[src/logic/rip_map.svh]
// register offsets, field positions and reset values of the reference priority registers
// Notes on behaviour
// - byte 1D: input 11 low, 12 high
// - byte 1E: input 13 low, 14 high
// - zero excludes input; smaller number ranks higher
// - strap high gives main input 11 twelve, low one
// - path select bit picks main or aux settings
`ifndef RIP_MAP_SVH
`define RIP_MAP_SVH

`define RIP_OFS_11_12 8'h1D
`define RIP_OFS_13_14 8'h1E
`define RIP_RST_11_12 8'hDC
`define RIP_RST_13_14 8'hFE
`define RIP_RST_AUX 8'h00
`define RIP_PRIO_OFF 4'h0
`define RIP_PRIO_MASTER 4'hC
`define RIP_PRIO_SLAVE 4'h1
`define RIP_LO_MSB 3
`define RIP_LO_LSB 0
`define RIP_HI_MSB 7
`define RIP_HI_LSB 4
`define RIP_READ_MISS 8'h00

`endif

[src/logic/rip_pkg.sv]
// types shared by the reference priority register block
package rip_pkg;
    typedef logic [3:0] rip_prio_type;
    typedef logic [7:0] rip_byte_type;
    typedef enum logic {
        RIP_BANK_MAIN = 1'b0,
        RIP_BANK_AUX = 1'b1
    } rip_bank_type;
    typedef enum logic {
        RIP_ST_STRAP = 1'b0,
        RIP_ST_RUN = 1'b1
    } rip_state_type;
endpackage

[src/logic/rip_bank_if.sv]
// signals between the register front end and the priority storage
`timescale 1ns/1ps
`default_nettype none
interface rip_bank_if;
    import rip_pkg::*;
    logic wr_en;
    rip_bank_type wr_bank;
    logic wr_idx;
    rip_byte_type wr_data;
    logic fix_en;
    logic rd_en;
    logic rd_hit;
    rip_bank_type rd_bank;
    logic rd_idx;
    rip_byte_type rd_data;
    logic [1:0][7:0] main_q;
    logic [1:0][7:0] aux_q;
    modport ctl (output wr_en, wr_bank, wr_idx, wr_data, fix_en, rd_en, rd_hit, rd_bank, rd_idx,
                 input rd_data, main_q, aux_q);
    modport mem (input wr_en, wr_bank, wr_idx, wr_data, fix_en, rd_en, rd_hit, rd_bank, rd_idx,
                 output rd_data, main_q, aux_q);
endinterface
`default_nettype wire

[src/logic/rip_bank.sv]
// two-bank priority storage with registered read data
`timescale 1ns/1ps
`default_nettype none
`include "rip_map.svh"
module rip_bank (
    // clock and reset
    input wire logic core_clk,
    input wire logic srst,
    // storage port
    rip_bank_if.mem bus
);
    import rip_pkg::*;

    wire rip_byte_type main_sel = bus.main_q[bus.rd_idx];
    wire rip_byte_type aux_sel = bus.aux_q[bus.rd_idx];
    wire rip_byte_type next_rd_data = !bus.rd_hit ? `RIP_READ_MISS :
        (bus.rd_bank == RIP_BANK_AUX) ? aux_sel : main_sel;
    wire main_wr = bus.wr_en && (bus.wr_bank == RIP_BANK_MAIN);
    wire aux_wr = bus.wr_en && (bus.wr_bank == RIP_BANK_AUX);

    always_ff @(posedge core_clk) begin
        if (srst) begin
            bus.main_q <= {`RIP_RST_13_14, `RIP_RST_11_12};
        end else begin
            // software write in the same cycle overrides the strap fix
            if (bus.fix_en) begin
                bus.main_q[0][`RIP_LO_MSB:`RIP_LO_LSB] <= `RIP_PRIO_SLAVE;
            end
            if (main_wr) begin
                bus.main_q[bus.wr_idx] <= bus.wr_data;
            end
        end
    end

    always_ff @(posedge core_clk) begin
        if (srst) begin
            bus.aux_q <= {`RIP_RST_AUX, `RIP_RST_AUX};
        end else if (aux_wr) begin
            bus.aux_q[bus.wr_idx] <= bus.wr_data;
        end
    end

    always_ff @(posedge core_clk) begin
        if (srst) begin
            bus.rd_data <= `RIP_READ_MISS;
        end else if (bus.rd_en) begin
            bus.rd_data <= next_rd_data;
        end
    end
endmodule
`default_nettype wire

[src/logic/rip_priority_regs.sv]
// reference priority registers for inputs eleven to fourteen, main and aux paths
`timescale 1ns/1ps
`default_nettype none
`include "rip_map.svh"
module rip_priority_regs (
    // clock and reset
    input wire logic core_clk,
    input wire logic srst,
    // microprocessor port
    input wire logic [7:0] addr,
    input wire logic wr_en,
    input wire logic rd_en,
    input wire rip_pkg::rip_byte_type wdata,
    output logic [7:0] rdata,
    output logic rd_valid,
    // strap pin and path select bit
    input wire logic master_slave_strap,
    input wire logic path_bank_select,
    // priorities to the selection logic, nibble n is input 11+n
    output logic [15:0] main_prio,
    output logic [15:0] aux_prio,
    output logic [3:0] main_eligible,
    output logic [3:0] aux_eligible
);
    import rip_pkg::*;

    // ************************************************************
    // address decode
    // ************************************************************
    wire hit_11_12 = (addr == `RIP_OFS_11_12);
    wire hit_13_14 = (addr == `RIP_OFS_13_14);
    wire hit = hit_11_12 || hit_13_14;
    wire rip_bank_type sel_bank = path_bank_select ? RIP_BANK_AUX : RIP_BANK_MAIN;
    wire reg_idx = hit_13_14;

    rip_bank_if bus ();

    assign bus.wr_en = wr_en && hit;
    assign bus.wr_bank = sel_bank;
    assign bus.wr_idx = reg_idx;
    assign bus.wr_data = wdata;
    assign bus.rd_en = rd_en;
    assign bus.rd_hit = hit;
    assign bus.rd_bank = sel_bank;
    assign bus.rd_idx = reg_idx;
    assign rdata = bus.rd_data;

    rip_bank i_rip_bank (
        .core_clk(core_clk),
        .srst(srst),
        .bus(bus)
    );

    // ************************************************************
    // strap capture
    // ************************************************************
    // the strap is an asynchronous pin; the synchroniser runs through reset
    logic strap_meta;
    logic strap_sync;
    always_ff @(posedge core_clk) begin
        strap_meta <= master_slave_strap;
        strap_sync <= strap_meta;
    end

    rip_state_type state;
    rip_state_type next_state;
    always_comb begin
        case (state)
            RIP_ST_STRAP: next_state = RIP_ST_RUN;
            RIP_ST_RUN: next_state = RIP_ST_RUN;
            default: next_state = RIP_ST_STRAP;
        endcase
    end

    always_ff @(posedge core_clk) begin
        if (srst) begin
            state <= RIP_ST_STRAP;
        end else begin
            state <= next_state;
        end
    end

    assign bus.fix_en = (state == RIP_ST_STRAP) && !srst && !strap_sync;

    // ************************************************************
    // outputs to selection logic
    // ************************************************************
    wire [15:0] next_main_prio = {bus.main_q[1], bus.main_q[0]};
    wire [15:0] next_aux_prio = {bus.aux_q[1], bus.aux_q[0]};
    logic [3:0] next_main_elig;
    logic [3:0] next_aux_elig;
    always_comb begin
        for (int i = 0; i < 4; i++) begin
            next_main_elig[i] = (next_main_prio[4*i +: 4] != `RIP_PRIO_OFF);
            next_aux_elig[i] = (next_aux_prio[4*i +: 4] != `RIP_PRIO_OFF);
        end
    end

    always_ff @(posedge core_clk) begin
        if (srst) begin
            main_prio <= {`RIP_RST_13_14, `RIP_RST_11_12};
            aux_prio <= {`RIP_RST_AUX, `RIP_RST_AUX};
            main_eligible <= 4'hF;
            aux_eligible <= 4'h0;
            rd_valid <= 1'b0;
        end else begin
            main_prio <= next_main_prio;
            aux_prio <= next_aux_prio;
            main_eligible <= next_main_elig;
            aux_eligible <= next_aux_elig;
            rd_valid <= rd_en;
        end
    end

    // ************************************************************
    // checks
    // ************************************************************
    wire main_wr_11 = wr_en && hit_11_12 && !path_bank_select;

    wr_main_a: assert property (
        @(posedge core_clk) disable iff (srst)
        main_wr_11 |=> bus.main_q[0] == $past(wdata) ##1 main_prio[7:0] == $past(wdata, 2))
        else $error("main write to input 11/12 not stored");

    wr_aux_a: assert property (
        @(posedge core_clk) disable iff (srst)
        wr_en && hit_13_14 && path_bank_select |=> bus.aux_q[1] == $past(wdata))
        else $error("aux write to input 13/14 not stored");

    bank_iso_a: assert property (
        @(posedge core_clk) disable iff (srst)
        wr_en && path_bank_select && !bus.fix_en |=> $stable(bus.main_q))
        else $error("aux write disturbed main bank");

    path_sel_a: assert property (
        @(posedge core_clk) disable iff (srst)
        wr_en && hit && !path_bank_select |=> $stable(bus.aux_q))
        else $error("main write disturbed aux bank");

    rd_sel_a: assert property (
        @(posedge core_clk) disable iff (srst)
        rd_en && hit_13_14 && path_bank_select |=> rd_valid && rdata == $past(bus.aux_q[1]))
        else $error("read did not return selected bank");

    rd_miss_a: assert property (
        @(posedge core_clk) disable iff (srst)
        rd_en && !hit |=> rd_valid && rdata == `RIP_READ_MISS)
        else $error("unmapped read not zero");

    excl_flag_a: assert property (
        @(posedge core_clk) disable iff (srst)
        main_eligible[0] == (main_prio[3:0] != `RIP_PRIO_OFF)
        && aux_eligible[3] == (aux_prio[15:12] != `RIP_PRIO_OFF))
        else $error("eligibility does not follow priority field");

    strap_slave_a: assert property (
        @(posedge core_clk) disable iff (srst)
        $fell(srst) && !strap_sync && !main_wr_11 |=> bus.main_q[0][3:0] == `RIP_PRIO_SLAVE)
        else $error("slave strap default not applied");

    strap_master_a: assert property (
        @(posedge core_clk) disable iff (srst)
        $fell(srst) && strap_sync && !main_wr_11 |=> bus.main_q[0][3:0] == `RIP_PRIO_MASTER)
        else $error("master strap default lost");

    wr_main_hi_a: assert property (
        @(posedge core_clk) disable iff (srst)
        wr_en && hit_13_14 && !path_bank_select |=> bus.main_q[1] == $past(wdata))
        else $error("main write to input 13/14 not stored");

    wr_aux_lo_a: assert property (
        @(posedge core_clk) disable iff (srst)
        wr_en && hit_11_12 && path_bank_select |=> bus.aux_q[0] == $past(wdata))
        else $error("aux write to input 11/12 not stored");

    wr_miss_a: assert property (
        @(posedge core_clk) disable iff (srst)
        wr_en && !hit && !bus.fix_en |=> $stable(bus.main_q) && $stable(bus.aux_q))
        else $error("unmapped write changed a bank");

    rd_main_a: assert property (
        @(posedge core_clk) disable iff (srst)
        rd_en && hit_11_12 && !path_bank_select |=> rdata == $past(bus.main_q[0]))
        else $error("read did not return main bank");

    rd_pulse_a: assert property (
        @(posedge core_clk) disable iff (srst)
        !rd_en |=> !rd_valid)
        else $error("read valid without a read strobe");

    rd_hold_a: assert property (
        @(posedge core_clk) disable iff (srst)
        !rd_en |=> $stable(rdata))
        else $error("read data changed without a read");

    out_track_a: assert property (
        @(posedge core_clk) disable iff (srst)
        !$past(srst) |-> main_prio == $past(bus.main_q) && aux_prio == $past(bus.aux_q))
        else $error("priority outputs do not follow storage");

    elig_main_a: assert property (
        @(posedge core_clk) disable iff (srst)
        main_eligible == {main_prio[15:12] != `RIP_PRIO_OFF, main_prio[11:8] != `RIP_PRIO_OFF,
            main_prio[7:4] != `RIP_PRIO_OFF, main_prio[3:0] != `RIP_PRIO_OFF})
        else $error("main eligibility does not follow priority fields");

    elig_aux_a: assert property (
        @(posedge core_clk) disable iff (srst)
        aux_eligible == {aux_prio[15:12] != `RIP_PRIO_OFF, aux_prio[11:8] != `RIP_PRIO_OFF,
            aux_prio[7:4] != `RIP_PRIO_OFF, aux_prio[3:0] != `RIP_PRIO_OFF})
        else $error("aux eligibility does not follow priority fields");

    strap_once_a: assert property (
        @(posedge core_clk) disable iff (srst)
        !$past(srst) |-> !bus.fix_en)
        else $error("strap default applied after the first cycle");

    cov_main_wr: cover property (@(posedge core_clk) disable iff (srst) main_wr_11);
    cov_aux_rd: cover property (@(posedge core_clk) disable iff (srst)
        rd_en && hit && path_bank_select);
    cov_slave: cover property (@(posedge core_clk) disable iff (srst) bus.fix_en);
    cov_miss: cover property (@(posedge core_clk) disable iff (srst) rd_en && !hit);
    cov_master: cover property (@(posedge core_clk) disable iff (srst)
        $fell(srst) && strap_sync);
endmodule
`default_nettype wire
[config.mk]
export PLATFORM = sky130hd
export DESIGN_NAME = rip_priority_regs
export DESIGN_NICKNAME = d
export VERILOG_FILES = /design/src/logic/rip_pkg.sv /design/src/logic/rip_bank_if.sv /design/src/logic/rip_bank.sv /design/src/logic/rip_priority_regs.sv
export VERILOG_INCLUDE_DIRS = /design/src /design/src/logic
export SDC_FILE = /design/constraint.sdc
export NUM_CORES = 1
export LEC_CHECK = 0
export ABC_CLOCK_PERIOD_IN_PS = 1400
export BUFFER_PORTS_ARGS = -buffer_cell sky130_fd_sc_hd__buf_2
export CORE_ASPECT_RATIO = 1.25
export CORE_UTILIZATION = 30
export CTS_CLUSTER_SIZE = 16
export DETAILED_ROUTE_END_ITERATION = 10
export PLACE_DENSITY = 0.53
export SLEW_MARGIN = 20
export SYNTH_ARGS = -nofsm -noshare
export SYNTH_HDL_FRONTEND = slang
export SYNTH_SLANG_ARGS = --single-unit
[constraint.sdc]
create_clock -name core_clk -period 1.4 [get_ports core_clk]
set_input_delay 0.07 -clock core_clk [delete_from_list [all_inputs] [get_ports core_clk]]
set_output_delay 0.07 -clock core_clk [all_outputs]
set_load 0.03 [all_outputs]
==> impl_metrics.tcl, run 1 <==
set metrics [dict create \
    vias 2067 \
    p_leak_nw 1.79 \
    cts_setup_buffers 0 \
    cts.sinks 84 \
    routed_wl_mm 6.28 \
    drt_iter0_markers 100 \
    antenna_cells 0 \
    crit_chain "mux4_2 > a22o_1" \
    fmax_mhz 875 \
    dieHeight_um 112 \
    stdcell_count 468 \
    slew_viol_final 0 \
    yosysWarnings 0 \
    ant_nets 0 \
    synthArstFlopShare 0 \
    crit_path_max_incr_delay_ps 500 \
    cts_tree "yes" \
    ys.flop_type "dfxtp_1" \
    synth_cell_types 29 \
    cts_resized 0 \
    grt_pass1_vias 2060 \
    core-area_um2 9220 \
    dp_slack_ps -48.4 \
    start_kind "register" \
    fin_skew_ps 5.21 \
    slowest_stage "mux4_2" \
    final_nets 362 \
    cts.clk_slew.worst_paths_ps 60 \
    dieArea_um2 10000 \
    slew-limit-headroom 0.799 \
    synth_top_area_share 0.584 \
    timing.critical_path.buf_inv 0 \
    initial_core_util 0.312 \
    synth_cells 252 \
    crit_fanout 3 \
    rr_worst_depth 2 \
    routabilityCongestion 0.768 \
    yosys.area.top_type "dfxtp_1" \
    cts-buffers-inserted 9 \
    hold_path_class "in -> reg" \
    drc 0 \
    setup_ws_ps 257 \
    viasPerCell 4.42 \
    syn_nets 274 \
    rsz0062_at_grt "no" \
    crit_type "reg -> reg" \
    dpl.hpwl_mm 4.80 \
    synth_edf_count 0 \
    grt_max_degree 29 \
    hold_path_end "rd_valid$_SDFF_PP0_" \
    first_pass_iters 4 \
    period_share 0.817 \
    drive_gt1_frac 0.325 \
    dp_cells 451 \
    syn_to_final_growth_pct 29.2 \
    critPathArrivalTime_ps 1370 \
    die_width_um 89.6 \
    r2r_end "i_rip_bank.bus.rd_data[0]$_SDFFE_PP0P_" \
    hold_depth 2 \
    power.density_nw_per_um2 1290 \
    grt_pass1_wl_mm 10.1 \
    yosys.cell_count.top_type "dfxtp_1" \
    yosysSeqAreaShare 0.584 \
    grt_overflow 0 \
    ys_seq_elements 84 \
    r2r-start "i_rip_bank.bus.aux_q[8]$_SDFFE_PP0P_" \
    wire_per_inst_um 13.4 \
    worstMarginPinSlew_ps 299 \
    antenna_found_initial 0 \
    critPathCaptureType "register" \
    synth_commonest_cells "dfxtp_1, mux2i_1, inv_1" \
    grt_usage 0.140 \
    row_count 39 \
    worstPathRequired_ps 1620 \
    vdd_drop_max_mv 0.485 \
    portBuffers 70 \
    r2r_slack_ps 260 \
    status "complete, no violations" \
    io_pins 71 \
    multi_input_area_um2 1010 \
    syn_area_per_cell_um2 11.4 \
    clock_latency_ps 330 \
    setup_violations 0 \
    holdCritStartpoint "rd_en" \
    root_buffer "clkbuf_16" \
    final_hold_viol_count 0 \
    layout_min_cycle_time_ps 1140 \
    max_cap_viol_count 0 \
    fill_cells 925 \
    synth_area_um2 2880 \
    yosys-top-cells-area "dfxtp_1, mux2i_1, mux4_2, inv_1, nand2_1" \
    crit_family "multiplexers" \
    ctsLongestPathBuffers 2 \
    ff_latch_area_um2 1680 \
    h-tree-depth 3 \
]
==> cells in the final DEF (no fill, tap or decap) <==
master | Yosys | final
nand4_1 | 2 | 2
or4b_4 | 1 | 1
nand3b_1 | 1 | 1
a21oi_1 | 2 | 2
and4_1 | 1 | 1
o21ai_0 | 1 | 1
nor4b_1 | 1 | 1
nor2b_1 | 4 | 4
clkbuf_8 | 3 | 3
buf_4 | 0 | 13
nor4_4 | 2 | 2
or2_2 | 3 | 3
or3b_4 | 0 | 1
clkinv_1 | 1 | 1
and2_1 | 1 | 1
nor2_1 | 23 | 23
clkinv_2 | 0 | 1
mux2i_1 | 32 | 32
or4_1 | 4 | 4
dfxtp_1 | 84 | 84
nor3b_1 | 1 | 1
clkbuf_1 | 2 | 3
buf_12 | 0 | 1
dlygate4sd3_1 | 0 | 1
inv_1 | 29 | 29
buf_2 | 1 | 70
clkbuf_16 | 0 | 9
a22o_1 | 8 | 8
mux4_2 | 8 | 8
nor4_1 | 4 | 4
xor2_1 | 1 | 1
and3b_1 | 1 | 1
nand2_1 | 28 | 28
==> timing repair <==
action / 4_1_cts / 5_1_grt
endpoints found under the hold margin: 1 / 0
endpoints found under the setup margin: 0 / 0
hold buffers: 1 / 0
==> cell type report <==
cell class	count	area share
multi-input combinational	130	0.272
timing repair buffer	85	0.128
tap	123	0.0414
clock buffer	15	0.0746
clock inverter	1	0.00134
inverter	30	0.0303
sequential	84	0.452
==> routing by layer <==
layer | up-vias | GRT usage | wire (um)
li1 | 1023 | - | -
met1 | 972 | 0.171 | 2780
met2 | 65 | 0.207 | 3000
met3 | 7 | 0.0556 | 406
met4 | 0 | 0.0730 | 93
met5 | - | 0 | 0
==> where the power goes <==
group	internal [mW]	switching (mW)	total (mW)
sequential	2.41	0.00865	2.42
combinational	0.0899	0.118	0.208
clock	1.34	0.842	2.19
total	3.84	0.969	4.81
==> cell families (layout without fill, tap and decap cells) <==
| logic type | Yosys count | after routing | share of synthesized area |
|---|---|---|---|
| compound gates | 11 | 11 | 0.0295 |
| xor+xnor | 1 | 1 | 0.00304 |
| buf+inv | 38 | 131 | 0.0656 |
| flops | 84 | 84 | 0.584 |
| mux | 40 | 40 | 0.174 |
| simple gates | 78 | 78 | 0.144 |
==> worst register-to-register path, cell delays in order, from the launching register on <==
cell     delay [ps]
dfxtp_1         330
mux4_2          500
a22o_1          210
==> how the worst max path moves through the flow <==
| stage | startpoint | endpoint | slack, ps | cells past startpoint |
|---|---|---|---|---|
| floorplan | addr[5] | i_rip_bank.bus.aux_q[10]$_SDFFE_PP0P_ | 20 | 3 |
| global placement | addr[5] | i_rip_bank.bus.aux_q[15]$_SDFFE_PP0P_ | 10 | 5 |
| detailed placement | addr[5] | i_rip_bank.bus.aux_q[8]$_SDFFE_PP0P_ | -50 | 5 |
| CTS | i_rip_bank.bus.main_q[2]$_SDFF_PP1_ | main_eligible[0]$_SDFF_PP1_ | 260 | 2 |
| global route | i_rip_bank.bus.main_q[2]$_SDFF_PP1_ | main_eligible[0]$_SDFF_PP1_ | 210 | 2 |
| finish | i_rip_bank.bus.aux_q[8]$_SDFFE_PP0P_ | i_rip_bank.bus.rd_data[0]$_SDFFE_PP0P_ | 260 | 2 |
==> sequential cells by signal (all words and copies together) (netlist names) <==
| signal | count |
|---|---|
| strap_sync | 1 |
| i_rip_bank.bus.rd_data | 8 |
| i_rip_bank.bus.main_q | 16 |
| rd_valid | 1 |
| state | 1 |
| strap_meta | 1 |
| aux_eligible | 4 |
| main_eligible | 4 |
| aux_prio | 16 |
| i_rip_bank.bus.aux_q | 16 |
| main_prio | 16 |
==> metrics by stage <==
step | hold slack (ps) | instance area (um2) | total power [mW] | util | TNS, ps
floorplan | 97.7 | 2880 | 2.60 | - | 0
global placement | 175 | 3430 | 2.67 | 0.372 | 0
detailed placement | 177 | 3430 | 2.68 | 0.372 | -64.0
CTS | 14.0 | 3720 | 4.89 | 0.403 | 0
global route | 23.0 | 3720 | 5.04 | 0.403 | 0
finish | 20.3 | 3720 | 4.81 | 0.403 | 0
No activity file was read; power rests on OpenSTA's default activity.
==> inputs of run 2 (changes only) <==
Settings changed: ABC_AREA set to 1, ABC_CLOCK_PERIOD_IN_PS 1400 to 1000, PLACE_DENSITY 0.53 to 0.52.
Clock period 1.4 ns to 1 ns, I/O delays scaled along.
==> impl_metrics.tcl, run 2 <==
set metrics [dict create \
    status "finished with violations" \
    violations "negative setup slack" \
    postPlaceCellArea_um2 3950 \
    fill_cells 1087 \
    slew-limit-headroom 0.829 \
    hold_path_class "in -> reg" \
    dp_slack_ps -390 \
    hold_slack_ps 14.3 \
    grt_overflow 0 \
    syn_nets 432 \
    drive_gt1_frac 0.301 \
    ctsLongestPathBuffers 2 \
    vias 2853 \
    ant_nets 0 \
    finalInstanceArea_um2 4400 \
    cts.clk_slew.worst_paths_ps 60 \
    row_count 41 \
    synthArstFlopShare 0 \
    routed.top_layer "met4" \
    grt_usage 0.154 \
    core-area_um2 10200 \
    vdd_drop_max_mv 0.681 \
    ff_latch_area_um2 1680 \
    wirelength_met1_mm 3.32 \
    root_buffer "clkbuf_16" \
    initial_core_util 0.311 \
    setup_ws_ps -4.39 \
    cts.sinks 84 \
    yosys.cell_count.top_type "nand2_1" \
    cts_tree "yes" \
    synth_cells 410 \
    setup_violations 1 \
    routed_wl_mm 7.93 \
    synth_cell_types 22 \
    synth_commonest_cells "nand2_1, dfxtp_1, nor2_1" \
    critPathCaptureType "register" \
    antenna_cells 0 \
    p_leak_nw 2.26 \
    dpl.hpwl_mm 5.79 \
    yosys-top-cells-area "dfxtp_1, nand2_1, nor2_1, nand3_1, inv_1" \
    multi_input_area_um2 1280 \
    grt_max_degree 32 \
    yosysWarnings 0 \
    synth_area_um2 3160 \
    worstPathRequired_ps 1270 \
    syn_to_final_growth_pct 39.0 \
    syn_area_per_cell_um2 7.71 \
    dieHeight_um 117 \
    first_pass_iters 6 \
    synth_edf_count 0 \
    cts-buffers-inserted 9 \
    final_hold_viol_count 0 \
    ys.flop_type "dfxtp_1" \
    grt_pass1_wl_mm 12.5 \
    wl_met3_um 324 \
    clock_latency_ps 340 \
    routabilityCongestion 0.757 \
    fmax_mhz 996 \
    dieArea_um2 11000 \
    crit_fanout 3 \
    period_share 1.00 \
    portBuffers 70 \
    grt_pass1_vias 2651 \
    synth_top_area_share 0.532 \
    io_pins 71 \
    die_width_um 93.8 \
    final_cell_mix "nand2_1, dfxtp_1, buf_2, nor2_1, nand3_1" \
    wire_per_inst_um 12.2 \
    worstMarginPinSlew_ps 257 \
    critPathArrivalTime_ps 1280 \
    yosys.area.top_type "dfxtp_1" \
    antenna_found_initial 0 \
    yosysSeqAreaShare 0.532 \
    viasPerCell 4.39 \
    drt_iter0_markers 109 \
    drc 0 \
    final_nets 538 \
    h-tree-depth 3 \
    fin_skew_ps 6.71 \
    max_cap_viol_count 0 \
    slew_viol_final 0 \
    power.density_nw_per_um2 1670 \
    final_common_cell "nand2_1" \
    layout_min_cycle_time_ps 1000 \
    crit_type "reg -> reg" \
    ys_seq_elements 84 \
    wl_met2_mm 4.08 \
    start_kind "register" \
    rsz0062_at_grt "yes" \
]
run 2: per-stage QoR:
stage | total power, mW | setup TNS [ps] | utilization | cells
floorplan | 3.63 | -2560 | - | 410
CTS | 7.42 | -15.8 | 0.425 | 646
global placement | 3.80 | -11460 | 0.389 | 627
finish | 7.33 | -4.39 | 0.433 | 650
global route | 7.61 | -587 | 0.433 | 650
detailed placement | 3.80 | -12260 | 0.389 | 627
run 2: repair_timing:
action | CTS | global route
gates cloned | 0 | 1
setup buffers | 0 | 3
hold buffers | 3 | 0
resized for setup | 2 | 15
endpoints found under the setup margin | 8 | 35
hold endpoints to repair | 3 | 0
pin swaps | 0 | 1
run 2: metal layers:
layer  global-route usage  vias to the layer above
li1                     -                     1477
met1                0.172                     1301
met2                0.267                       64
met3               0.0329                       11
met4               0.0923                        0
met5                    0                        -
run 2: critical path: stages, from the launching register on:
cell	delay, ps
dfxtp_1	300
nor3_2	140
buf_4	150
nor2_2	40
o21ai_1	110
nand3_1	80
a21oi_1	120
run 2: final cells by class:
class,instances,area share
Sequential cell,84,0.383
Multi-Input combinational cell,260,0.292
Timing Repair Buffer,110,0.162
Clock buffer,11,0.0552
Inverter,51,0.0521
Tap cell,129,0.0367
Clock inverter,5,0.0194
run 2: path summary, 6_finish.rpt:
| path | from | to | slack, ps | depth (start not counted) |
|---|---|---|---|---|
| worst max-delay path | state$_DFF_P_ | i_rip_bank.bus.main_q[0]$_SDFF_PP0_ | -4 | 6 |
| worst min-delay path | wdata[1] | i_rip_bank.bus.main_q[9]$_SDFFE_PP1P_ | 10 | 3 |
| worst min register to register | strap_meta$_DFF_P_ | strap_sync$_DFF_P_ | 330 | 0 |
| worst max register to register | state$_DFF_P_ | i_rip_bank.bus.main_q[0]$_SDFF_PP0_ | -4 | 6 |
run 2: cells by family (layout without fill, tap and decap cells):
family	after synthesis	after routing	share of synthesized area
flip-flops	84	84	0.532
AO/OA/AOI/OAI	14	14	0.0269
buffers and inverters	67	177	0.0898
AND/OR/NAND/NOR	245	246	0.352
run 2: where the power goes:
group	internal [mW]	switching, mW
registers	3.37	0.00738
logic	0.133	0.237
clock network	2.26	1.32
total	5.76	1.56
==> inputs of run 3 (changes only) <==
Settings changed: PLACE_DENSITY 0.52 to 0.57.
==> impl_metrics.tcl, run 3 (synthesis results as in run 2) <==
set metrics [dict create \
    status "finished with violations" \
    violations "negative hold slack, negative setup slack" \
    viasPerCell 4.38 \
    fmax_mhz 978 \
    dieArea_um2 11000 \
    routed.top_layer "met4" \
    syn_to_final_growth_pct 37.5 \
    grt_pass1_vias 2581 \
    dp_slack_ps -381 \
    setup_violations 1 \
    grt_max_degree 31 \
    root_buffer "clkbuf_16" \
    switching_share 0.207 \
    tns_ps -22.9 \
    routed_wl_mm 7.80 \
    worstPathRequired_ps 1260 \
    critPathCaptureType "register" \
    fin_skew_ps 7.64 \
    final_cell_mix "nand2_1, dfxtp_1, buf_2, nor2_1, nand3_1" \
    p_int_mw 5.74 \
    dieHeight_um 117 \
    grt_pass1_wl_mm 12.3 \
    drive_gt1_frac 0.296 \
    pwr-share-comb 0.051 \
    core-area_um2 10200 \
    ctsLongestPathBuffers 2 \
    vias 2814 \
    drt_iter0_markers 166 \
    cts_tree "yes" \
    setup_ws_ps -22.9 \
    h-tree-depth 3 \
    antenna_cells 0 \
    dpl.hpwl_mm 5.76 \
    crit_fanout 3 \
    ant_nets 0 \
    die_width_um 93.8 \
    portBuffers 70 \
    antenna_found_initial 0 \
    period_share 1.02 \
    first_pass_iters 4 \
    row_count 41 \
    crit_type "reg -> reg" \
    pwr-share-clk 0.483 \
    wl_met3_um 287 \
    drc 0 \
    hold_slack_ps -0.242 \
    hold_path_class "in -> reg" \
    worstMarginPinSlew_ps 322 \
    power.density_nw_per_um2 1670 \
    wirelength_met1_mm 3.35 \
    cts_setup_buffers 0 \
    wire_per_inst_um 12.1 \
    initial_core_util 0.311 \
    max_cap_viol_count 0 \
    io_pins 71 \
    start_kind "register" \
    grt_overflow 0 \
    grt_usage 0.149 \
    p_switching_mw 1.50 \
    cts-buffers-inserted 9 \
    routabilityCongestion 0.840 \
    layout_min_cycle_time_ps 1020 \
    cts.sinks 84 \
    cts.clk_slew.worst_paths_ps 60 \
    final_nets 532 \
    slew-limit-headroom 0.785 \
    final_hold_viol_count 1 \
    final_common_cell "nand2_1" \
    p_seq_frac 0.466 \
    vdd_drop_max_mv 0.716 \
    wl_met2_mm 3.93 \
    critPathArrivalTime_ps 1290 \
    p_leak_nw 2.24 \
    slew_viol_final 0 \
    clock_latency_ps 330 \
    rsz0062_at_grt "yes" \
]
[run 3: path summary, 6_finish.rpt]
check | from | end | slack (ps) | depth (start not counted)
worst max register to register | strap_sync$_DFF_P_ | i_rip_bank.bus.main_q[0]$_SDFF_PP0_ | -20 | 6
worst max-delay path | strap_sync$_DFF_P_ | i_rip_bank.bus.main_q[0]$_SDFF_PP0_ | -20 | 6
worst min-delay path | wdata[2] | i_rip_bank.bus.main_q[10]$_SDFFE_PP1P_ | -0.2 | 3
worst min register to register | strap_meta$_DFF_P_ | strap_sync$_DFF_P_ | 330 | 0
[run 3: timing repair]
action / in CTS / in global routing
pin swaps: 1 / 12
hold buffers: 2 / 0
gates cloned: 0 / 2
gates resized for setup: 3 / 17
hold endpoints to repair: 2 / 0
setup endpoints to repair: 8 / 40
[run 3: metrics by stage]
| step | power, mW | instance area, um2 | cells | utilization |
|---|---|---|---|---|
| 2_1_floorplan | 3.63 | 3230 | 410 | - |
| 3_3_place_gp | 3.80 | 3930 | 624 | 0.387 |
| 3_5_place_dp | 3.80 | 3930 | 624 | 0.387 |
| 4_1_cts | 7.31 | 4280 | 641 | 0.421 |
| 5_1_grt | 7.47 | 4350 | 643 | 0.428 |
| 6_report | 7.24 | 4350 | 643 | 0.428 |
[run 3: power groups by stage]
stage	logic [mW]	registers, mW	clock network (mW)
floorplan	0.167	3.46	0
global placement	0.349	3.45	0
detailed placement	0.351	3.45	0
CTS	0.360	3.38	3.57
global route	0.406	3.38	3.68
finish	0.370	3.38	3.50
[run 3: critical path: stages (launching register included)]
cell,delay [ps]
dfxtp_1,300
nor3_2,160
buf_4,150
nor2_2,40
o21ai_1,110
nand3_1,70
a21oi_1,130
[run 3: layout make-up]
type	count	area, um2
multi-input cells	261	1300
flip-flops and latches	84	1680
inverters	51	225
clock inverters	4	73.8
repair buffers	103	666
clock buffers	11	243
well taps	129	161
fillers	1075	5810
[run 3: layer usage]
metal / GRT usage / up-vias
li1: - / 1464
met1: 0.169 / 1275
met2: 0.259 / 58
met3: 0.0323 / 17
met4: 0.0831 / 0
met5: 0 / -
